## src/rtl/sarseq_pkg.sv

```systemverilog
// Package for the successive-approximation conversion sequencer.
// Assumes a single 20 MHz system clock and an AXI4-Lite register port.
package sarseq_pkg;
  // ----------------------------------------------------------------
  // Register map (byte addresses)
  // ----------------------------------------------------------------
  localparam logic [4:0]  ADDR_RESULT   = 5'h00;  // Result / vernier code
  localparam logic [4:0]  ADDR_CONTROL  = 5'h04;  // Start, mode
  localparam logic [4:0]  ADDR_STATUS   = 5'h08;  // Sticky events, read only
  localparam logic [4:0]  ADDR_IRQ_EN   = 5'h0C;  // Interrupt enable
  localparam logic [4:0]  ADDR_IRQ_CLR  = 5'h10;  // Write-one clear
  // ----------------------------------------------------------------
  // Field positions and values
  // ----------------------------------------------------------------
  localparam int          CTRL_START_BIT = 0;     // Start pulse
  localparam int          CTRL_SE_BIT    = 1;     // Single-ended select
  localparam logic [11:0] DAC_INIT       = 12'h800; // Octal 4000, MSB only
  localparam logic [7:0]  VERNIER_RESET  = 8'h80; // Midscale, no offset
  localparam logic [11:0] RESULT_RESET   = 12'h000;
  // ----------------------------------------------------------------
  // Timing
  // ----------------------------------------------------------------
  localparam int          CLK_HZ        = 20000000;
  localparam int          TRIAL_NS      = 1000;   // One bit trial interval
  localparam int          SETTLE_NS     = 500;    // Input switch settling
  localparam int          TRIAL_CYC     = (TRIAL_NS * (CLK_HZ / 1000000) + 999) / 1000;
  localparam int          SETTLE_CYC    = (SETTLE_NS * (CLK_HZ / 1000000) + 999) / 1000;
  localparam logic [7:0]  TRIAL_CNT     = 8'(TRIAL_CYC - 1);
  localparam logic [7:0]  SETTLE_CNT    = 8'(SETTLE_CYC - 1);
  // ----------------------------------------------------------------
  // Types
  // ----------------------------------------------------------------
  typedef enum logic [1:0] {
    ST_TRACK,
    ST_SETTLE,
    ST_TRIAL
  } sarseq_state_t;

  typedef struct packed {
    logic        track_close;   // Feedback path closed, S/H tracks
    logic        cmp_route;     // Preamp routed to comparator
    logic        mux_enable;    // Selected channel on
    logic        neg_select;    // Negative member of pair on
    logic        auto_zero;     // Input grounded
  } sarseq_front_t;

  typedef struct packed {
    logic        aw_done;
    logic [4:0]  aw_addr;
    logic        w_done;
    logic [31:0] w_data;
    logic [3:0]  w_strb;
    logic        bvalid;
    logic [1:0]  bresp;
    logic        rvalid;
    logic [31:0] rdata;
    logic [1:0]  rresp;
  } sarseq_bus_t;

  typedef struct packed {
    sarseq_state_t state;
    logic [7:0]    timer;
    logic [11:0]   sar;
    logic [3:0]    bit_idx;
    logic          single_ended_select;
    logic [11:0]   result;
    logic [7:0]    vernier;
    logic [1:0]    status;    // [0] done, [1] overrun start
    logic [1:0]    irq_en;
    sarseq_front_t front;
    sarseq_bus_t   bus;
    logic          cmp_s1;
    logic          cmp_s2;
  } sarseq_regs_t;
endpackage

```

## src/rtl/sarseq_top.sv

```systemverilog
// Conversion sequencer: sample/hold, input switching, SAR stepping,
// result transfer and vernier offset code, behind an AXI4-Lite slave.
// Assumes the comparator output is asynchronous and is synchronised here.
// Overview of operation
// Idle holds the front end in track
// Start opens track, routes preamp to comparator
// Then ground input or select negative channel
// Load feedback code octal 4000 first
// Trial each bit from MSB to LSB
// Latch comparator decision at each trial end
// Positive summing node clears the trial bit
// After LSB copy SAR into result buffer
// Result coding is offset binary
// Write low byte loads vernier code
// Vernier midscale gives zero offset
// Single-ended hold: channels off, auto-zero on
// Set done flag, return to track
//
// The AXI4-Lite register port and the address map were decided locally.
`timescale 1ns/10ps
`default_nettype none
module sarseq_top
  import sarseq_pkg::*;
(
  input  wire logic        sys_clk_in,          // 20 MHz clock
  input  wire logic        reset_n_in,          // Async reset, active low
  input  wire logic [4:0]  s_axi_awaddr_in,
  input  wire logic        s_axi_awvalid_in,
  output logic             s_axi_awready_out,
  input  wire logic [31:0] s_axi_wdata_in,
  input  wire logic [3:0]  s_axi_wstrb_in,
  input  wire logic        s_axi_wvalid_in,
  output logic             s_axi_wready_out,
  output logic [1:0]       s_axi_bresp_out,
  output logic             s_axi_bvalid_out,
  input  wire logic        s_axi_bready_in,
  input  wire logic [4:0]  s_axi_araddr_in,
  input  wire logic        s_axi_arvalid_in,
  output logic             s_axi_arready_out,
  output logic [31:0]      s_axi_rdata_out,
  output logic [1:0]       s_axi_rresp_out,
  output logic             s_axi_rvalid_out,
  input  wire logic        s_axi_rready_in,
  input  wire logic        cmp_positive_in,     // Summing node positive
  output logic [11:0]      dac_code_out,        // Feedback DAC code
  output logic [7:0]       vernier_code_out,    // Vernier offset DAC code
  output logic             track_close_out,     // Feedback to S/H closed
  output logic             cmp_route_out,       // Preamp to comparator
  output logic             mux_enable_out,      // Addressed channel on
  output logic             neg_select_out,      // Negative pair member on
  output logic             auto_zero_out,       // Auto-zero switch on
  output logic             busy_out,            // Conversion in progress
  output logic             irq_out              // Level interrupt
);
  // ----------------------------------------------------------------
  // State
  // ----------------------------------------------------------------
  sarseq_regs_t q_r;                            // All registered state
  sarseq_regs_t q_nxt;                          // Next value
  logic         wr_fire;                        // Write address and data held
  logic         rd_fire;                        // Read address taken
  logic         start_req;                      // Software start
  logic         conv_done;                      // LSB trial finished
  logic [11:0]  trial_mask;                     // One-hot bit under trial

  // Bit under trial as a one-hot mask
  assign trial_mask = 12'h001 << q_r.bit_idx;

  // ----------------------------------------------------------------
  // Bus handshakes
  // ----------------------------------------------------------------
  assign s_axi_awready_out = !q_r.bus.aw_done && !q_r.bus.bvalid;
  assign s_axi_wready_out  = !q_r.bus.w_done && !q_r.bus.bvalid;
  assign s_axi_arready_out = !q_r.bus.rvalid;
  assign wr_fire = q_r.bus.aw_done && q_r.bus.w_done && !q_r.bus.bvalid;
  assign rd_fire = s_axi_arvalid_in && s_axi_arready_out;
  assign start_req = wr_fire && (q_r.bus.aw_addr == ADDR_CONTROL)
                     && q_r.bus.w_strb[0] && q_r.bus.w_data[CTRL_START_BIT];
  assign conv_done = (q_r.state == ST_TRIAL) && (q_r.timer == 8'h00)
                     && (q_r.bit_idx == 4'h0);

  // ----------------------------------------------------------------
  // Next-state logic
  // ----------------------------------------------------------------
  always_comb begin
    q_nxt = q_r;
    // Comparator synchroniser
    q_nxt.cmp_s1 = cmp_positive_in;
    q_nxt.cmp_s2 = q_r.cmp_s1;
    // Write channel capture, in either order
    if (s_axi_awvalid_in && s_axi_awready_out) begin
      q_nxt.bus.aw_done = 1'b1;
      q_nxt.bus.aw_addr = s_axi_awaddr_in;
    end
    if (s_axi_wvalid_in && s_axi_wready_out) begin
      q_nxt.bus.w_done = 1'b1;
      q_nxt.bus.w_data = s_axi_wdata_in;
      q_nxt.bus.w_strb = s_axi_wstrb_in;
    end
    // Write decode
    if (wr_fire) begin
      q_nxt.bus.aw_done = 1'b0;
      q_nxt.bus.w_done  = 1'b0;
      q_nxt.bus.bvalid  = 1'b1;
      q_nxt.bus.bresp   = 2'h0;
      case (q_r.bus.aw_addr)
        ADDR_RESULT: begin
          if (q_r.bus.w_strb[0]) begin
            q_nxt.vernier = q_r.bus.w_data[7:0];
          end
        end
        ADDR_CONTROL: begin
          if (q_r.bus.w_strb[0] && q_r.state == ST_TRACK) begin
            q_nxt.single_ended_select = q_r.bus.w_data[CTRL_SE_BIT];
          end
        end
        ADDR_STATUS: begin
          // Read only, write ignored
        end
        ADDR_IRQ_EN: begin
          if (q_r.bus.w_strb[0]) begin
            q_nxt.irq_en = q_r.bus.w_data[1:0];
          end
        end
        ADDR_IRQ_CLR: begin
          if (q_r.bus.w_strb[0]) begin
            q_nxt.status = q_r.status & ~q_r.bus.w_data[1:0];
          end
        end
        default: begin
          q_nxt.bus.bresp = 2'h2;                          // SLVERR
        end
      endcase
    end
    if (q_r.bus.bvalid && s_axi_bready_in) begin
      q_nxt.bus.bvalid = 1'b0;
    end
    // Read decode
    if (rd_fire) begin
      q_nxt.bus.rvalid = 1'b1;
      q_nxt.bus.rresp  = 2'h0;
      q_nxt.bus.rdata  = 32'h0000_0000;
      case (s_axi_araddr_in)
        ADDR_RESULT:  q_nxt.bus.rdata = {20'h0_0000, q_r.result};
        ADDR_CONTROL: q_nxt.bus.rdata = {30'h0, q_r.single_ended_select, 1'b0};
        ADDR_STATUS:  q_nxt.bus.rdata = {29'h0, q_r.state != ST_TRACK, q_r.status};
        ADDR_IRQ_EN:  q_nxt.bus.rdata = {30'h0, q_r.irq_en};
        ADDR_IRQ_CLR: q_nxt.bus.rdata = 32'h0000_0000;
        default:      q_nxt.bus.rresp = 2'h2;
      endcase
    end else if (q_r.bus.rvalid && s_axi_rready_in) begin
      q_nxt.bus.rvalid = 1'b0;
    end
    // Conversion sequencer
    case (q_r.state)
      ST_TRACK: begin
        q_nxt.front = '{track_close: 1'b1, cmp_route: 1'b0,
                        mux_enable: 1'b1, neg_select: 1'b0, auto_zero: 1'b0};
        if (start_req) begin
          q_nxt.front.track_close = 1'b0;
          q_nxt.front.cmp_route   = 1'b1;
          q_nxt.front.mux_enable  = 1'b1;
          q_nxt.sar     = DAC_INIT;
          q_nxt.bit_idx = 4'hB;
          q_nxt.timer   = SETTLE_CNT;
          q_nxt.state   = ST_SETTLE;
        end
      end
      ST_SETTLE: begin
        // Hold: switch the converter input after freezing
        q_nxt.front.mux_enable = 1'b0;
        q_nxt.front.auto_zero  = q_r.single_ended_select;
        q_nxt.front.neg_select = !q_r.single_ended_select;
        if (q_r.timer == 8'h00) begin
          q_nxt.timer = TRIAL_CNT;
          q_nxt.state = ST_TRIAL;
        end else begin
          q_nxt.timer = q_r.timer - 8'h01;
        end
      end
      ST_TRIAL: begin
        if (q_r.timer != 8'h00) begin
          q_nxt.timer = q_r.timer - 8'h01;
        end else begin
          // Positive node rejects the bit under trial
          if (q_r.cmp_s2) begin
            q_nxt.sar = q_r.sar & ~trial_mask;
          end
          if (q_r.bit_idx == 4'h0) begin
            q_nxt.result = q_r.cmp_s2 ? (q_r.sar & ~trial_mask) : q_r.sar;
            q_nxt.state  = ST_TRACK;
            q_nxt.front  = '{track_close: 1'b1, cmp_route: 1'b0,
                             mux_enable: 1'b1, neg_select: 1'b0, auto_zero: 1'b0};
          end else begin
            q_nxt.bit_idx = q_r.bit_idx - 4'h1;
            q_nxt.sar     = (q_r.cmp_s2 ? (q_r.sar & ~trial_mask) : q_r.sar)
                            | (trial_mask >> 1);
            q_nxt.timer   = TRIAL_CNT;
          end
        end
      end
      default: begin
        q_nxt.state = ST_TRACK;
      end
    endcase
    // Sticky events: set wins over clear
    if (conv_done) begin
      q_nxt.status[0] = 1'b1;
    end
    if (start_req && q_r.state != ST_TRACK) begin
      q_nxt.status[1] = 1'b1;
    end
  end

  // ----------------------------------------------------------------
  // State register
  // ----------------------------------------------------------------
  always_ff @(posedge sys_clk_in or negedge reset_n_in) begin
    if (!reset_n_in) begin
      q_r <= '{state: ST_TRACK, timer: 8'h00, sar: DAC_INIT, bit_idx: 4'hB,
               single_ended_select: 1'b0, result: RESULT_RESET,
               vernier: VERNIER_RESET, status: 2'h0, irq_en: 2'h0,
               front: '{track_close: 1'b1, cmp_route: 1'b0, mux_enable: 1'b1,
                        neg_select: 1'b0, auto_zero: 1'b0},
               bus: '0, cmp_s1: 1'b0, cmp_s2: 1'b0};
    end else begin
      q_r <= q_nxt;
    end
  end

  // ----------------------------------------------------------------
  // Outputs
  // ----------------------------------------------------------------
  assign s_axi_bvalid_out = q_r.bus.bvalid;
  assign s_axi_bresp_out  = q_r.bus.bresp;
  assign s_axi_rvalid_out = q_r.bus.rvalid;
  assign s_axi_rdata_out  = q_r.bus.rdata;
  assign s_axi_rresp_out  = q_r.bus.rresp;
  assign dac_code_out     = q_r.sar;
  assign vernier_code_out = q_r.vernier;
  assign track_close_out  = q_r.front.track_close;
  assign cmp_route_out    = q_r.front.cmp_route;
  assign mux_enable_out   = q_r.front.mux_enable;
  assign neg_select_out   = q_r.front.neg_select;
  assign auto_zero_out    = q_r.front.auto_zero;
  assign busy_out         = q_r.state != ST_TRACK;
  assign irq_out          = |(q_r.status & q_r.irq_en);

  // ----------------------------------------------------------------
  // Assertions
  // ----------------------------------------------------------------
  a_idle_track: assert property (@(posedge sys_clk_in) disable iff (!reset_n_in)
    !busy_out |-> (track_close_out && !cmp_route_out))
    else $error("Idle front end not tracking");
  a_start_hold: assert property (@(posedge sys_clk_in) disable iff (!reset_n_in)
    (start_req && !busy_out) |=> (!track_close_out && cmp_route_out))
    else $error("Start did not freeze sample");
  a_hold_input: assert property (@(posedge sys_clk_in) disable iff (!reset_n_in)
    (q_r.state == ST_SETTLE && $past(q_r.state) == ST_SETTLE)
      |-> (neg_select_out == !q_r.single_ended_select))
    else $error("Hold input switch wrong");
  a_dac_init: assert property (@(posedge sys_clk_in) disable iff (!reset_n_in)
    (start_req && !busy_out) |=> (dac_code_out == 12'h800))
    else $error("Feedback code not initialised");
  a_bit_step: assert property (@(posedge sys_clk_in) disable iff (!reset_n_in)
    (q_r.state == ST_TRIAL && q_r.timer == 8'h00 && q_r.bit_idx != 4'h0)
      |=> (q_r.bit_idx == $past(q_r.bit_idx) - 4'h1))
    else $error("Trial order broken");
  a_reject_bit: assert property (@(posedge sys_clk_in) disable iff (!reset_n_in)
    (q_r.state == ST_TRIAL && q_r.timer == 8'h00 && q_r.cmp_s2 && q_r.bit_idx != 4'h0)
      |=> !dac_code_out[$past(q_r.bit_idx)])
    else $error("Rejected bit kept");
  a_result_copy: assert property (@(posedge sys_clk_in) disable iff (!reset_n_in)
    conv_done |=> (q_r.result == dac_code_out && !busy_out))
    else $error("Result not transferred");
  a_se_zero: assert property (@(posedge sys_clk_in) disable iff (!reset_n_in)
    (q_r.state == ST_TRIAL && q_r.single_ended_select)
      |-> (auto_zero_out && !mux_enable_out))
    else $error("Auto-zero not on in hold");
  a_done_flag: assert property (@(posedge sys_clk_in) disable iff (!reset_n_in)
    conv_done |=> q_r.status[0])
    else $error("Done flag not set");
  a_vernier_wr: assert property (@(posedge sys_clk_in) disable iff (!reset_n_in)
    (wr_fire && q_r.bus.aw_addr == ADDR_RESULT && q_r.bus.w_strb[0])
      |=> (vernier_code_out == $past(q_r.bus.w_data[7:0])))
    else $error("Vernier code not loaded");
endmodule
`default_nettype wire

```

## config.mk

```make
export PLATFORM = sky130hd
export DESIGN_NAME = sarseq_top
export DESIGN_NICKNAME = d
export VERILOG_FILES = /design/src/rtl/sarseq_pkg.sv /design/src/rtl/sarseq_top.sv
export SDC_FILE = /design/constraint.sdc
export NUM_CORES = 1
export LEC_CHECK = 0
export ABC_AREA = 0
export CAP_MARGIN = 30
export CORE_MARGIN = 2
export CORE_UTILIZATION = 53
export DETAILED_ROUTE_END_ITERATION = 8
export DONT_BUFFER_PORTS = 1
export PLACE_DENSITY_LB_ADDON = 0.08
export SLEW_MARGIN = 20
export SYNTH_ARGS = -nofsm -noshare
export SYNTH_HDL_FRONTEND = slang
export SYNTH_SLANG_ARGS = --single-unit
```

## constraint.sdc

```tcl
create_clock -name sys_clk_in -period 6.2 [get_ports sys_clk_in]
set_input_delay 1.24 -clock sys_clk_in [delete_from_list [all_inputs] [get_ports sys_clk_in]]
set_output_delay 1.24 -clock sys_clk_in [all_outputs]
set_load 0.02 [all_outputs]
```

==> metrics.md, run 1 <==
| Metric | Value |
|---|---|
| Status | finished, final reports clean |
| Crit path DAT | 1.65 ns |
| Fin crit share | 46.5% |
| Finished Cell Area | 0.00459 sq mm |
| Setup TNS | 0 ns |
| Initial antenna violation count | 0 |
| PostCTS Resize Cnt | 0 |
| Post-CTS Setup Repair Bufs | 0 |
| Largest net degree at the start of global routing | 91 |
| Worst relative slew slack | 48.3% |
| RSZ-0062 raised after global routing | false |
| Wire length per cell | 16.9 um |
| Dominant synthesized flop cell | dfrtp_1 |
| Post-CTS Hold Buffers | 0 |
| Mapped Cells | 462 |
| Total grt overflow | 0 |
| Reg area | 0.00226 sq mm |
| Dpl hpwl | 6290 um |
| Total power | 1820 uW |
| Worst Hold Class | register to register |
| Comb pwr share | 25.3% |
| Routed wire length | 9020 um |
| Pwr dens | 397 mW/mm^2 |
| Reg2reg start | q_r[137] |
| I/O Pins | 122 |
| Seq/Total Area, Yosys | 48.7% |
| Sw Ratio | 37.6% |
| Crit Path Max Fanout | 9 |
| Final Max Slew Viols | 0 |
| GRT Total Usage | 20.0% |
| Peak VDD IR | 0.225 mV |
| Reg2Reg Capture Point | dac_code_out[2] |
| Synth unique cells | 54 |
| Worst slew pin tran | 0.769 ns |
| Nets | 481 |
| Total CTS buffers | 9 |
| Placed Instance Area | 0.00436 sq mm |
| Max Cap Violations | 0 |
| Final ANT Viol Nets | 0 |
| Number of enable flip-flop cells after synthesis | 0 |
| H-tree Lvls | 3 |
| Area of the core | 0.00859 sq mm |
| Chip Height | 97.6 um |
| CTS tree | done |
| First-pass GRT wire length | 15400 um |
| Pre-CTS setup slack | 3.51 ns |
| Vias/cell | 5.74 |
| CP Capture Type | output port |
| Worst-Skew Late Latency | 0.36 ns |
| CTS clk-pin slew, worst paths | 0.10 ns |
| Synth Cell Area | 0.00464 sq mm |
| Fill count | 798 |
| Sw power | 686 uW |
| PnR worst setup slack | 3.31 ns |
| # DRC | 0 |
| Final hold violation count | 0 |
| Fmax | 0.347 GHz |
| WP data required | 4.96 ns |
| DR pass1 iterations | 4 |
| Sink Count | 90 |
| Reg power frac | 50.3% |
| Final hold slack | 0.371 ns |
| Startpoint Class | register |
| Vias | 3073 |
| Antenna diodes | 0 |
| Layout area overhead | -1.13% |
| Cell depth of the worst hold path | 0 |
| Clk_skew | 0.0169 ns |
| Multi-input gate area | 0.00191 sq mm |
| Synth warn | 0 |
| Vias in the first global route | 3009 |
| Initial Util | 54.0% |
| WS Path Type | register to output port |
| Die Area | 0.00952 sq mm |
| Int Pwr | 1140 uW |
| Fin crit period | 2.89 ns |
| Fraction of registers with async set/reset | 100% |
| Hold wc startpoint | q_nxt[0] |
| Endpoints failing setup | 0 |
| IO buf count | 0 |
| Root buf cell | clkbuf_8 |
| Layout cells sized above 1 | 13.6% |
| Worst hold endpoint | q_r[0] |
| Die span in x | 97.6 um |
| Static Leak | 0.00201 uW |
| CTS max path bufs | 2 |
| Clock power share | 24.4% |
| Flop2flop setup slack | 3.49 ns |
| Synthesized flop and latch total | 90 |
| Site Rows | 34 |
| R2R cell count | 7 |
| RD Place Congestion | 0.836 |
| DR iter-0 viols | 200 |
| Avg Synthesized Cell Area | 10.0 sq um |
-- final cells by class --
type	count	area share (%)
sequential	90	49.3
clock buffer	10	2.78
tap	108	2.95
timing repair buffer	1	0.164
inverter	15	1.23
clock inverter	6	1.96
multi-input combinational	305	41.6
-- cells by family (layout without fill, tap and decap cells) --
family	after synthesis	after routing	synth area share, %
adders and majority gates	5	5	1.35
and+or+nand+nor	122	122	14.0
buffers and inverters	88	32	11.8
muxes	25	25	6.23
AOI/OAI and AO/OA	131	131	17.8
DFF	90	90	48.7
other	1	22	0.0808
-- layout by cell type (no fill, tap or decap), types with 2 or more instances in the layout --
cell type,n
o41ai_2,2
nand2_1,41
nor2b_1,6
clkbuf_8,9
inv_1,14
and2_1,3
nor4_2,2
o21ai_0,72
or4_1,3
nand4_1,3
a22o_1,18
conb_1,22
nand2b_1,4
or3_1,2
o21a_1,2
dfstp_2,7
dfrtp_1,83
a41oi_1,2
mux2_2,21
or2_2,3
a31oi_1,2
bufinv_16,2
mux2i_1,3
a21oi_1,13
nor2_1,28
o31ai_1,9
nand3b_1,5
o41ai_1,4
ha_1,5
nor3_1,3
nand3_1,7
-- cell usage after synthesis (3+ instances only) --
| cell | number | area [sq um] |
|---|---|---|
| buf_4 | 57 | 428 |
| nor2b_1 | 6 | 37.5 |
| dfrtp_1 | 83 | 2080 |
| ha_1 | 5 | 62.6 |
| nand3_1 | 7 | 35.0 |
| a22o_1 | 18 | 158 |
| nand3b_1 | 5 | 37.5 |
| o21ai_0 | 72 | 360 |
| o31ai_1 | 9 | 67.6 |
| nand2b_1 | 4 | 25.0 |
| mux2i_1 | 3 | 30.0 |
| dfstp_2 | 7 | 184 |
| o41ai_1 | 4 | 35.0 |
| nand4_1 | 3 | 18.8 |
| buf_2 | 3 | 15.0 |
| or2_2 | 3 | 18.8 |
| and2_1 | 3 | 18.8 |
| nor2_1 | 28 | 105 |
| inv_1 | 14 | 52.6 |
| nor3_1 | 3 | 15.0 |
| a21oi_1 | 13 | 65.1 |
| mux2_2 | 21 | 236 |
| nand2_1 | 41 | 154 |
| or4_1 | 3 | 22.5 |
| clkbuf_1 | 11 | 41.3 |
-- per-stage QoR --
step	instances	util, %
global route	535	53.4
CTS	534	53.3
finish	535	53.4
floorplan	483	-
global placement	518	50.8
detailed placement	518	50.8
-- metal layers --
layer	part of all wire (%)	global-route usage [%]
met3	5.6	5.11
met1	48	28.3
met2	46	30.3
met5	0	0
met4	1.2	6.62
-- worst max-delay path by stage --
| stage | cells past startpoint | slack, ns | startpoint | end |
|---|---|---|---|---|
| 6_report | 3 | 3.31 | q_r[137] | busy_out |
| 5_1_grt | 3 | 3.16 | q_r[137] | busy_out |
| 4_1_cts | 3 | 3.28 | q_r[137] | busy_out |
| 3_5_place_dp | 7 | 3.51 | q_r[137] | dac_code_out[2] |
| 3_3_place_gp | 7 | 3.50 | q_r[137] | dac_code_out[2] |
| 2_1_floorplan | 3 | 3.84 | s_axi_araddr_in[1] | s_axi_rdata_out[10] |
-- critical path, cell delays in order, from the launching register on --
cell	delay [ns]
dfrtp_1	0.42
inv_1	0.10
ha_1	0.34
clkinv_1	0.42
-- sequential cells by signal (all words and copies together), names as in the netlist --
signal / cells
q_r: 48
dac_code_out: 12
s_axi_rdata_out: 12
vernier_code_out: 8
auto_zero_out: 1
cmp_route_out: 1
mux_enable_out: 1
neg_select_out: 1
q_nxt: 1
s_axi_bresp_out: 1
s_axi_bvalid_out: 1
s_axi_rresp_out: 1
s_axi_rvalid_out: 1
track_close_out: 1
-- power groups by stage --
stage               combinational (uW)  sequential (uW)  clock [uW]
floorplan                          492              825           0
global placement                   450              921           0
detailed placement                 458              926           0
CTS                                462              916         455
global route                       522              939         478
finish                             462              916         445
Note: power is estimated with default switching activity, not from simulation.
==> run 2, diff against run 1 <==
- clock period: 6.2 -> 2.7 ns (I/O delays scaled with it)
==> metrics.md, run 2 (same netlist as run 1, synthesis figures left out) <==
| Metric | Value |
|---|---|
| Site Rows | 34 (unchanged) |
| Max FFs per register | 48 (unchanged) |
| CTS tree | done |
| Worst-Skew Late Latency | 0.36 ns (about the same) |
| Worst slew pin tran | 0.715 ns (-0.0533 ns) |
| Peak VDD IR | 0.350 mV (+56%) |
| Critical path origin | q_r[129] |
| Placed Instance Area | 0.00445 sq mm (+2.1%) |
| WS Path Type | register to register |
| Flop2flop setup slack | 0.31 ns (-3.18 ns) |
| Die Area | 0.00952 sq mm (unchanged) |
| RD Place Congestion | 0.842 (+0.72%) |
| Dpl hpwl | 6450 um (+2.6%) |
| Final ANT Viol Nets | 0 (unchanged) |
| Vias | 3122 (+1.6%) |
| Layout cells sized above 1 | 16.1% (+2.5 points) |
| Vias in the first global route | 3105 (+3.2%) |
| WP data required | 2.99 ns (-1.97 ns) |
| Wire length per cell | 17.1 um (+1.2%) |
| Routed wire length | 9390 um (+4.1%) |
| Setup TNS | 0 ns (unchanged) |
| WP buf/inv | 1 (-1) |
| Finished Cell Area | 0.00471 sq mm (+2.6%) |
| DR iter-0 viols | 138 (-31%) |
| DR pass1 iterations | 4 (unchanged) |
| Final hold violation count | 0 (unchanged) |
| Max Cap Violations | 0 (unchanged) |
| Root buf cell | clkbuf_8 |
| Slowest CP cell | or4b_1 |
| Clk_skew | 0.0103 ns (-0.00663 ns) |
| CP max stage delay | 0.63 ns (+0.21 ns) |
| Antenna diodes | 0 (unchanged) |
| Final hold slack | 0.0715 ns (-0.299 ns) |
| Die span in x | 97.6 um (unchanged) |
| Initial Util | 54.0% (unchanged) |
| Worst Hold Class | primary input to asynchronous set/reset pin |
| PostCTS Resize Cnt | 0 (unchanged) |
| Multi-input gate area | 0.00191 sq mm (unchanged) |
| Worst relative slew slack | 52.3% (+4.0 points) |
| Most common library cell in the layout ignoring fill and taps | dfrtp_1 |
| Reg area | 0.00226 sq mm (unchanged) |
| Startpoint Class | register |
| CP Capture Type | register |
| H-tree Lvls | 3 (unchanged) |
| CTS clk-pin slew, worst paths | 0.10 ns (about the same) |
| Post-CTS Hold Buffers | 2 (+2) |
| RSZ-0062 raised after global routing | false |
| GRT Total Usage | 20.5% (+0.53 points) |
| Cells along the critical path | inv_1 -> ha_1 -> or4b_1 -> nor3_4 -> o22ai_2 -> o41ai_2 -> a22o_1 |
| Endpoints failing setup | 0 (unchanged) |
| Most flops, register | q_r |
| Layout area overhead | 1.46% |
| Vias/cell | 5.68 (-1.2%) |
| I/O Pins | 122 (unchanged) |
| Status | finished, final reports clean |
| Fmax | 0.418 GHz |
| Post-CTS Setup Repair Bufs | 0 (unchanged) |
| Static Leak | 0.00208 uW (+3.7%) |
| # DRC | 0 (unchanged) |
| Reg2reg start | q_r[129] |
| Chip Height | 97.6 um (unchanged) |
| Sink Count | 90 (unchanged) |
| Total CTS buffers | 9 (unchanged) |
| Total grt overflow | 0 (unchanged) |
| Pwr dens | 884 mW/mm^2 (+120%) |
| Fill count | 776 (-2.8%) |
| First-pass GRT wire length | 15700 um (+2.1%) |
| Final Max Slew Viols | 0 (unchanged) |
| Area of the core | 0.00859 sq mm (unchanged) |
| Crit Path Max Fanout | 17 (+8) |
| Nets | 496 (+3.1%) |
| Crit path DAT | 2.69 ns (+1.04 ns) |
| IO buf count | 0 (unchanged) |
| Most frequent cells in the layout | dfrtp_1, o21ai_0, nand2_1 |
| Initial antenna violation count | 0 (unchanged) |
| Largest delay share family, worst path | simple AND/OR/NAND/NOR gates |
| CTS max path bufs | 2 (unchanged) |
| Largest net degree at the start of global routing | 84 (-7.7%) |
| Fin crit share | 88.6% |
| Fin crit period | 2.39 ns |
==> run 2: changes by cell type in the layout (fill, tap and decap cells not counted), sizes merged <==
cell / change
buf: +12
bufinv: -2
clkbuf: +1
clkinv: +1
clkinvlp: -1
dlygate4sd3: +3
inv: +1
==> run 2: per-stage QoR <==
stage	setup WS, ns	util (%)	total power (uW)	cells
3_3_place_gp	0.394	51.8	3200	530
5_1_grt	0.116	54.8	4440	550
4_1_cts	0.321	54.5	4180	548
2_1_floorplan	0.561	-	3020	483
3_5_place_dp	0.340	51.8	3240	530
6_report	0.307	54.8	4160	550
==> run 2: power breakdown <==
group	switching, uW	internal, uW
Sequential	432	1670
Combinational	685	461
Clock	514	400
==> run 2: worst paths after layout <==
| path | end | cells past startpoint |
|---|---|---|
| worst max-delay path | dac_code_out[2] | 7 |
| worst min-delay path | q_r[82] | 1 |
| worst max register to register | dac_code_out[2] | 7 |
| worst min register to register | q_r[0] | 0 |
| max in group asynchronous | track_close_out | 1 |
| min in group sys_clk_in | q_nxt[0] | 0 |
==> run 2: cell type report <==
type	instances	share of cell area (%)
tap	108	2.87
inverter	15	1.20
multi-input combinational	305	40.6
clock inverter	5	0.984
clock buffer	11	3.22
sequential	90	48.0
timing repair buffer	16	3.14
==> run 2: per-layer routing <==
layer | vias up | routed length, um | GRT usage [%] | part of all wire [%]
met4 | 0 | 76 | 6.52 | 0.81
met3 | 6 | 451 | 4.75 | 4.8
met1 | 1523 | 4510 | 28.7 | 48
met5 | - | 0 | 0 | 0
li1 | 1515 | - | - | -
met2 | 78 | 4350 | 32.0 | 46
==> run 3, diff against run 2 <==
- CORE_ASPECT_RATIO: not set -> 0.7
==> metrics.md, run 3 (same netlist as run 1, synthesis figures left out) <==
| Metric | Value |
|---|---|
| Die span in x | 116 um (+19%) |
| I/O Pins | 122 (unchanged) |
| Vias | 3158 (+1.2%) |
| Dpl hpwl | 6730 um (+4.2%) |
| Wire length per cell | 17.1 um (about the same) |
| CTS clk-pin slew, worst paths | 0.06 ns (-0.04 ns) |
| Crit path DAT | 2.64 ns (-0.05 ns) |
| Total grt overflow | 0 (unchanged) |
| Vias in the first global route | 3051 (-1.7%) |
| Non-Filler Instances | 557 (+1.3%) |
| Finished Cell Area | 0.00481 sq mm (+2.1%) |
| Layout area overhead | 3.59% |
| Placed Instance Area | 0.00445 sq mm (unchanged) |
| Site Rows | 28 (-18%) |
| Flop2flop setup slack | 0.28 ns (-0.03 ns) |
| Final Max Slew Viols | 0 (unchanged) |
| Nets | 491 (-1.0%) |
| Status | finished, final reports clean |
| CTS tree | done |
| Cells along the critical path | inv_1 -> ha_1 -> or4b_1 -> nor2_1 -> nand3_1 -> buf_4 -> nand2_1 -> o21ai_0 |
| GRT Total Usage | 21.6% (+1.0 points) |
| CP max stage delay | 0.62 ns (about the same) |
| Fin crit period | 2.42 ns (+0.0298 ns) |
| Largest delay share family, worst path | simple AND/OR/NAND/NOR gates |
| Total CTS buffers | 9 (unchanged) |
| Worst-Skew Late Latency | 0.34 ns (-0.02 ns) |
| DR pass1 iterations | 4 (unchanged) |
| Largest net degree at the start of global routing | 84 (unchanged) |
| DR iter-0 viols | 188 (+36%) |
| Most frequent cells in the layout | dfrtp_1, o21ai_0, nand2_1 |
| Worst relative slew slack | 61.7% (+9.3 points) |
| Post-CTS Hold Buffers | 1 (-1) |
| Most common library cell in the layout ignoring fill and taps | dfrtp_1 |
| Vias/cell | 5.67 (-0.12%) |
| Die Area | 0.00953 sq mm (+0.13%) |
| IO buf count | 0 (unchanged) |
| H-tree Lvls | 3 (unchanged) |
| CTS max path bufs | 2 (unchanged) |
| Pwr dens | 957 mW/mm^2 (+8.3%) |
| Antenna diodes | 0 (unchanged) |
| Fmax | 0.413 GHz (-1.2%) |
| Max Cap Violations | 0 (unchanged) |
| CP Capture Type | register |
| Worst Hold Class | primary input to asynchronous set/reset pin |
| Fill count | 756 (-2.6%) |
| Clk_skew | 0.00573 ns (-0.00456 ns) |
| Worst slew pin tran | 0.572 ns (-0.144 ns) |
| Most flops, register | q_r |
| Root buf cell | clkbuf_16 |
| Layout cells sized above 1 | 15.8% (-0.27 points) |
| Routed wire length | 9510 um (+1.4%) |
| Area of the core | 0.00848 sq mm (-1.3%) |
| Sink Count | 90 (unchanged) |
| WP data required | 2.92 ns (-0.07 ns) |
| RSZ-0062 raised after global routing | false |
| Post-CTS Setup Repair Bufs | 0 (unchanged) |
| Total power | 4600 uW (+11%) |
| WS Path Type | register to register |
| Fin crit share | 89.7% (+1.1 points) |
| Peak VDD IR | 0.570 mV (+63%) |
| First-pass GRT wire length | 15500 um (-0.97%) |
| PostCTS Resize Cnt | 0 (unchanged) |
| Final ANT Viol Nets | 0 (unchanged) |
| Chip Height | 82.3 um (-16%) |
| Setup TNS | 0 ns (unchanged) |
| WP buf/inv | 2 (+1) |
| Initial antenna violation count | 0 (unchanged) |
| Endpoints failing setup | 0 (unchanged) |
| Final Core Density | 56.7% (+1.9 points) |
| # DRC | 0 (unchanged) |
| Max FFs per register | 48 (unchanged) |
| Inst Count DP | 540 (+1.9%) |
| RD Place Congestion | 0.867 (+3.0%) |
| Initial Util | 54.7% (+0.73 points) |
| Crit Path Max Fanout | 18 (+1) |
| Slowest CP cell | or4b_1 |
| Static Leak | 0.00211 uW (+1.3%) |
| Startpoint Class | register |
| Final hold violation count | 0 (unchanged) |
## run 3: cell count changes in the layout (fill, tap and decap cells not counted)
cell,previous run,this run
inv_8,1,0
bufinv_16,0,2
clkinvlp_4,0,2
buf_4,12,10
clkinv_4,3,2
clkbuf_8,11,0
clkbuf_16,0,9
dlygate4sd3_1,3,0
## run 3: worst reg2reg max path: stages, from the launching register on
cell	delay (ns)
dfrtp_1	0.41
inv_1	0.09
ha_1	0.21
or4b_1	0.62
nor2_1	0.24
nand3_1	0.28
buf_4	0.30
nand2_1	0.08
o21ai_0	0.08
## run 3: final timing paths
path,startpoint,endpoint,depth (start not counted)
worst max-delay path,q_r[129],q_r[104],8
worst min-delay path,reset_n_in,vernier_code_out[7],0
worst max register to register,q_r[129],q_r[104],8
worst min register to register,q_nxt[0],q_r[0],0
max in group asynchronous,reset_n_in,dac_code_out[7],1
min in group sys_clk_in,cmp_positive_in,q_nxt[0],0
## run 3: layout make-up
type	instances	area [sq um]	share of cell area [%]
sequential	90	2260	47.0
multi-input combinational	305	1910	39.7
clock buffer	9	225	4.69
tap	120	150	3.12
timing repair buffer	11	103	2.13
clock inverter	7	101	2.11
inverter	15	56.3	1.17
## run 3: per-layer routing
| layer | routed length, um | global-route usage, % | vias up |
|---|---|---|---|
| met4 | 158 | 6.90 | 0 |
| met2 | 4020 | 32.0 | 106 |
| met3 | 710 | 7.15 | 15 |
| met5 | 0 | 0 | - |
| li1 | - | - | 1512 |
| met1 | 4630 | 30.1 | 1525 |
## run 3: metrics by stage
step           hold slack (ns)  worst slack, ns
6_report                0.0355            0.278
4_1_cts                 0.0230            0.260
3_3_place_gp             0.247            0.341
2_1_floorplan            0.244            0.561
5_1_grt                 0.0140           0.0486
3_5_place_dp             0.246            0.268
## run 3: power breakdown
part / total [uW] / switching [uW] / internal, uW
clock network: 1350 / 534 / 817
registers: 2110 / 441 / 1670
logic: 1140 / 684 / 454
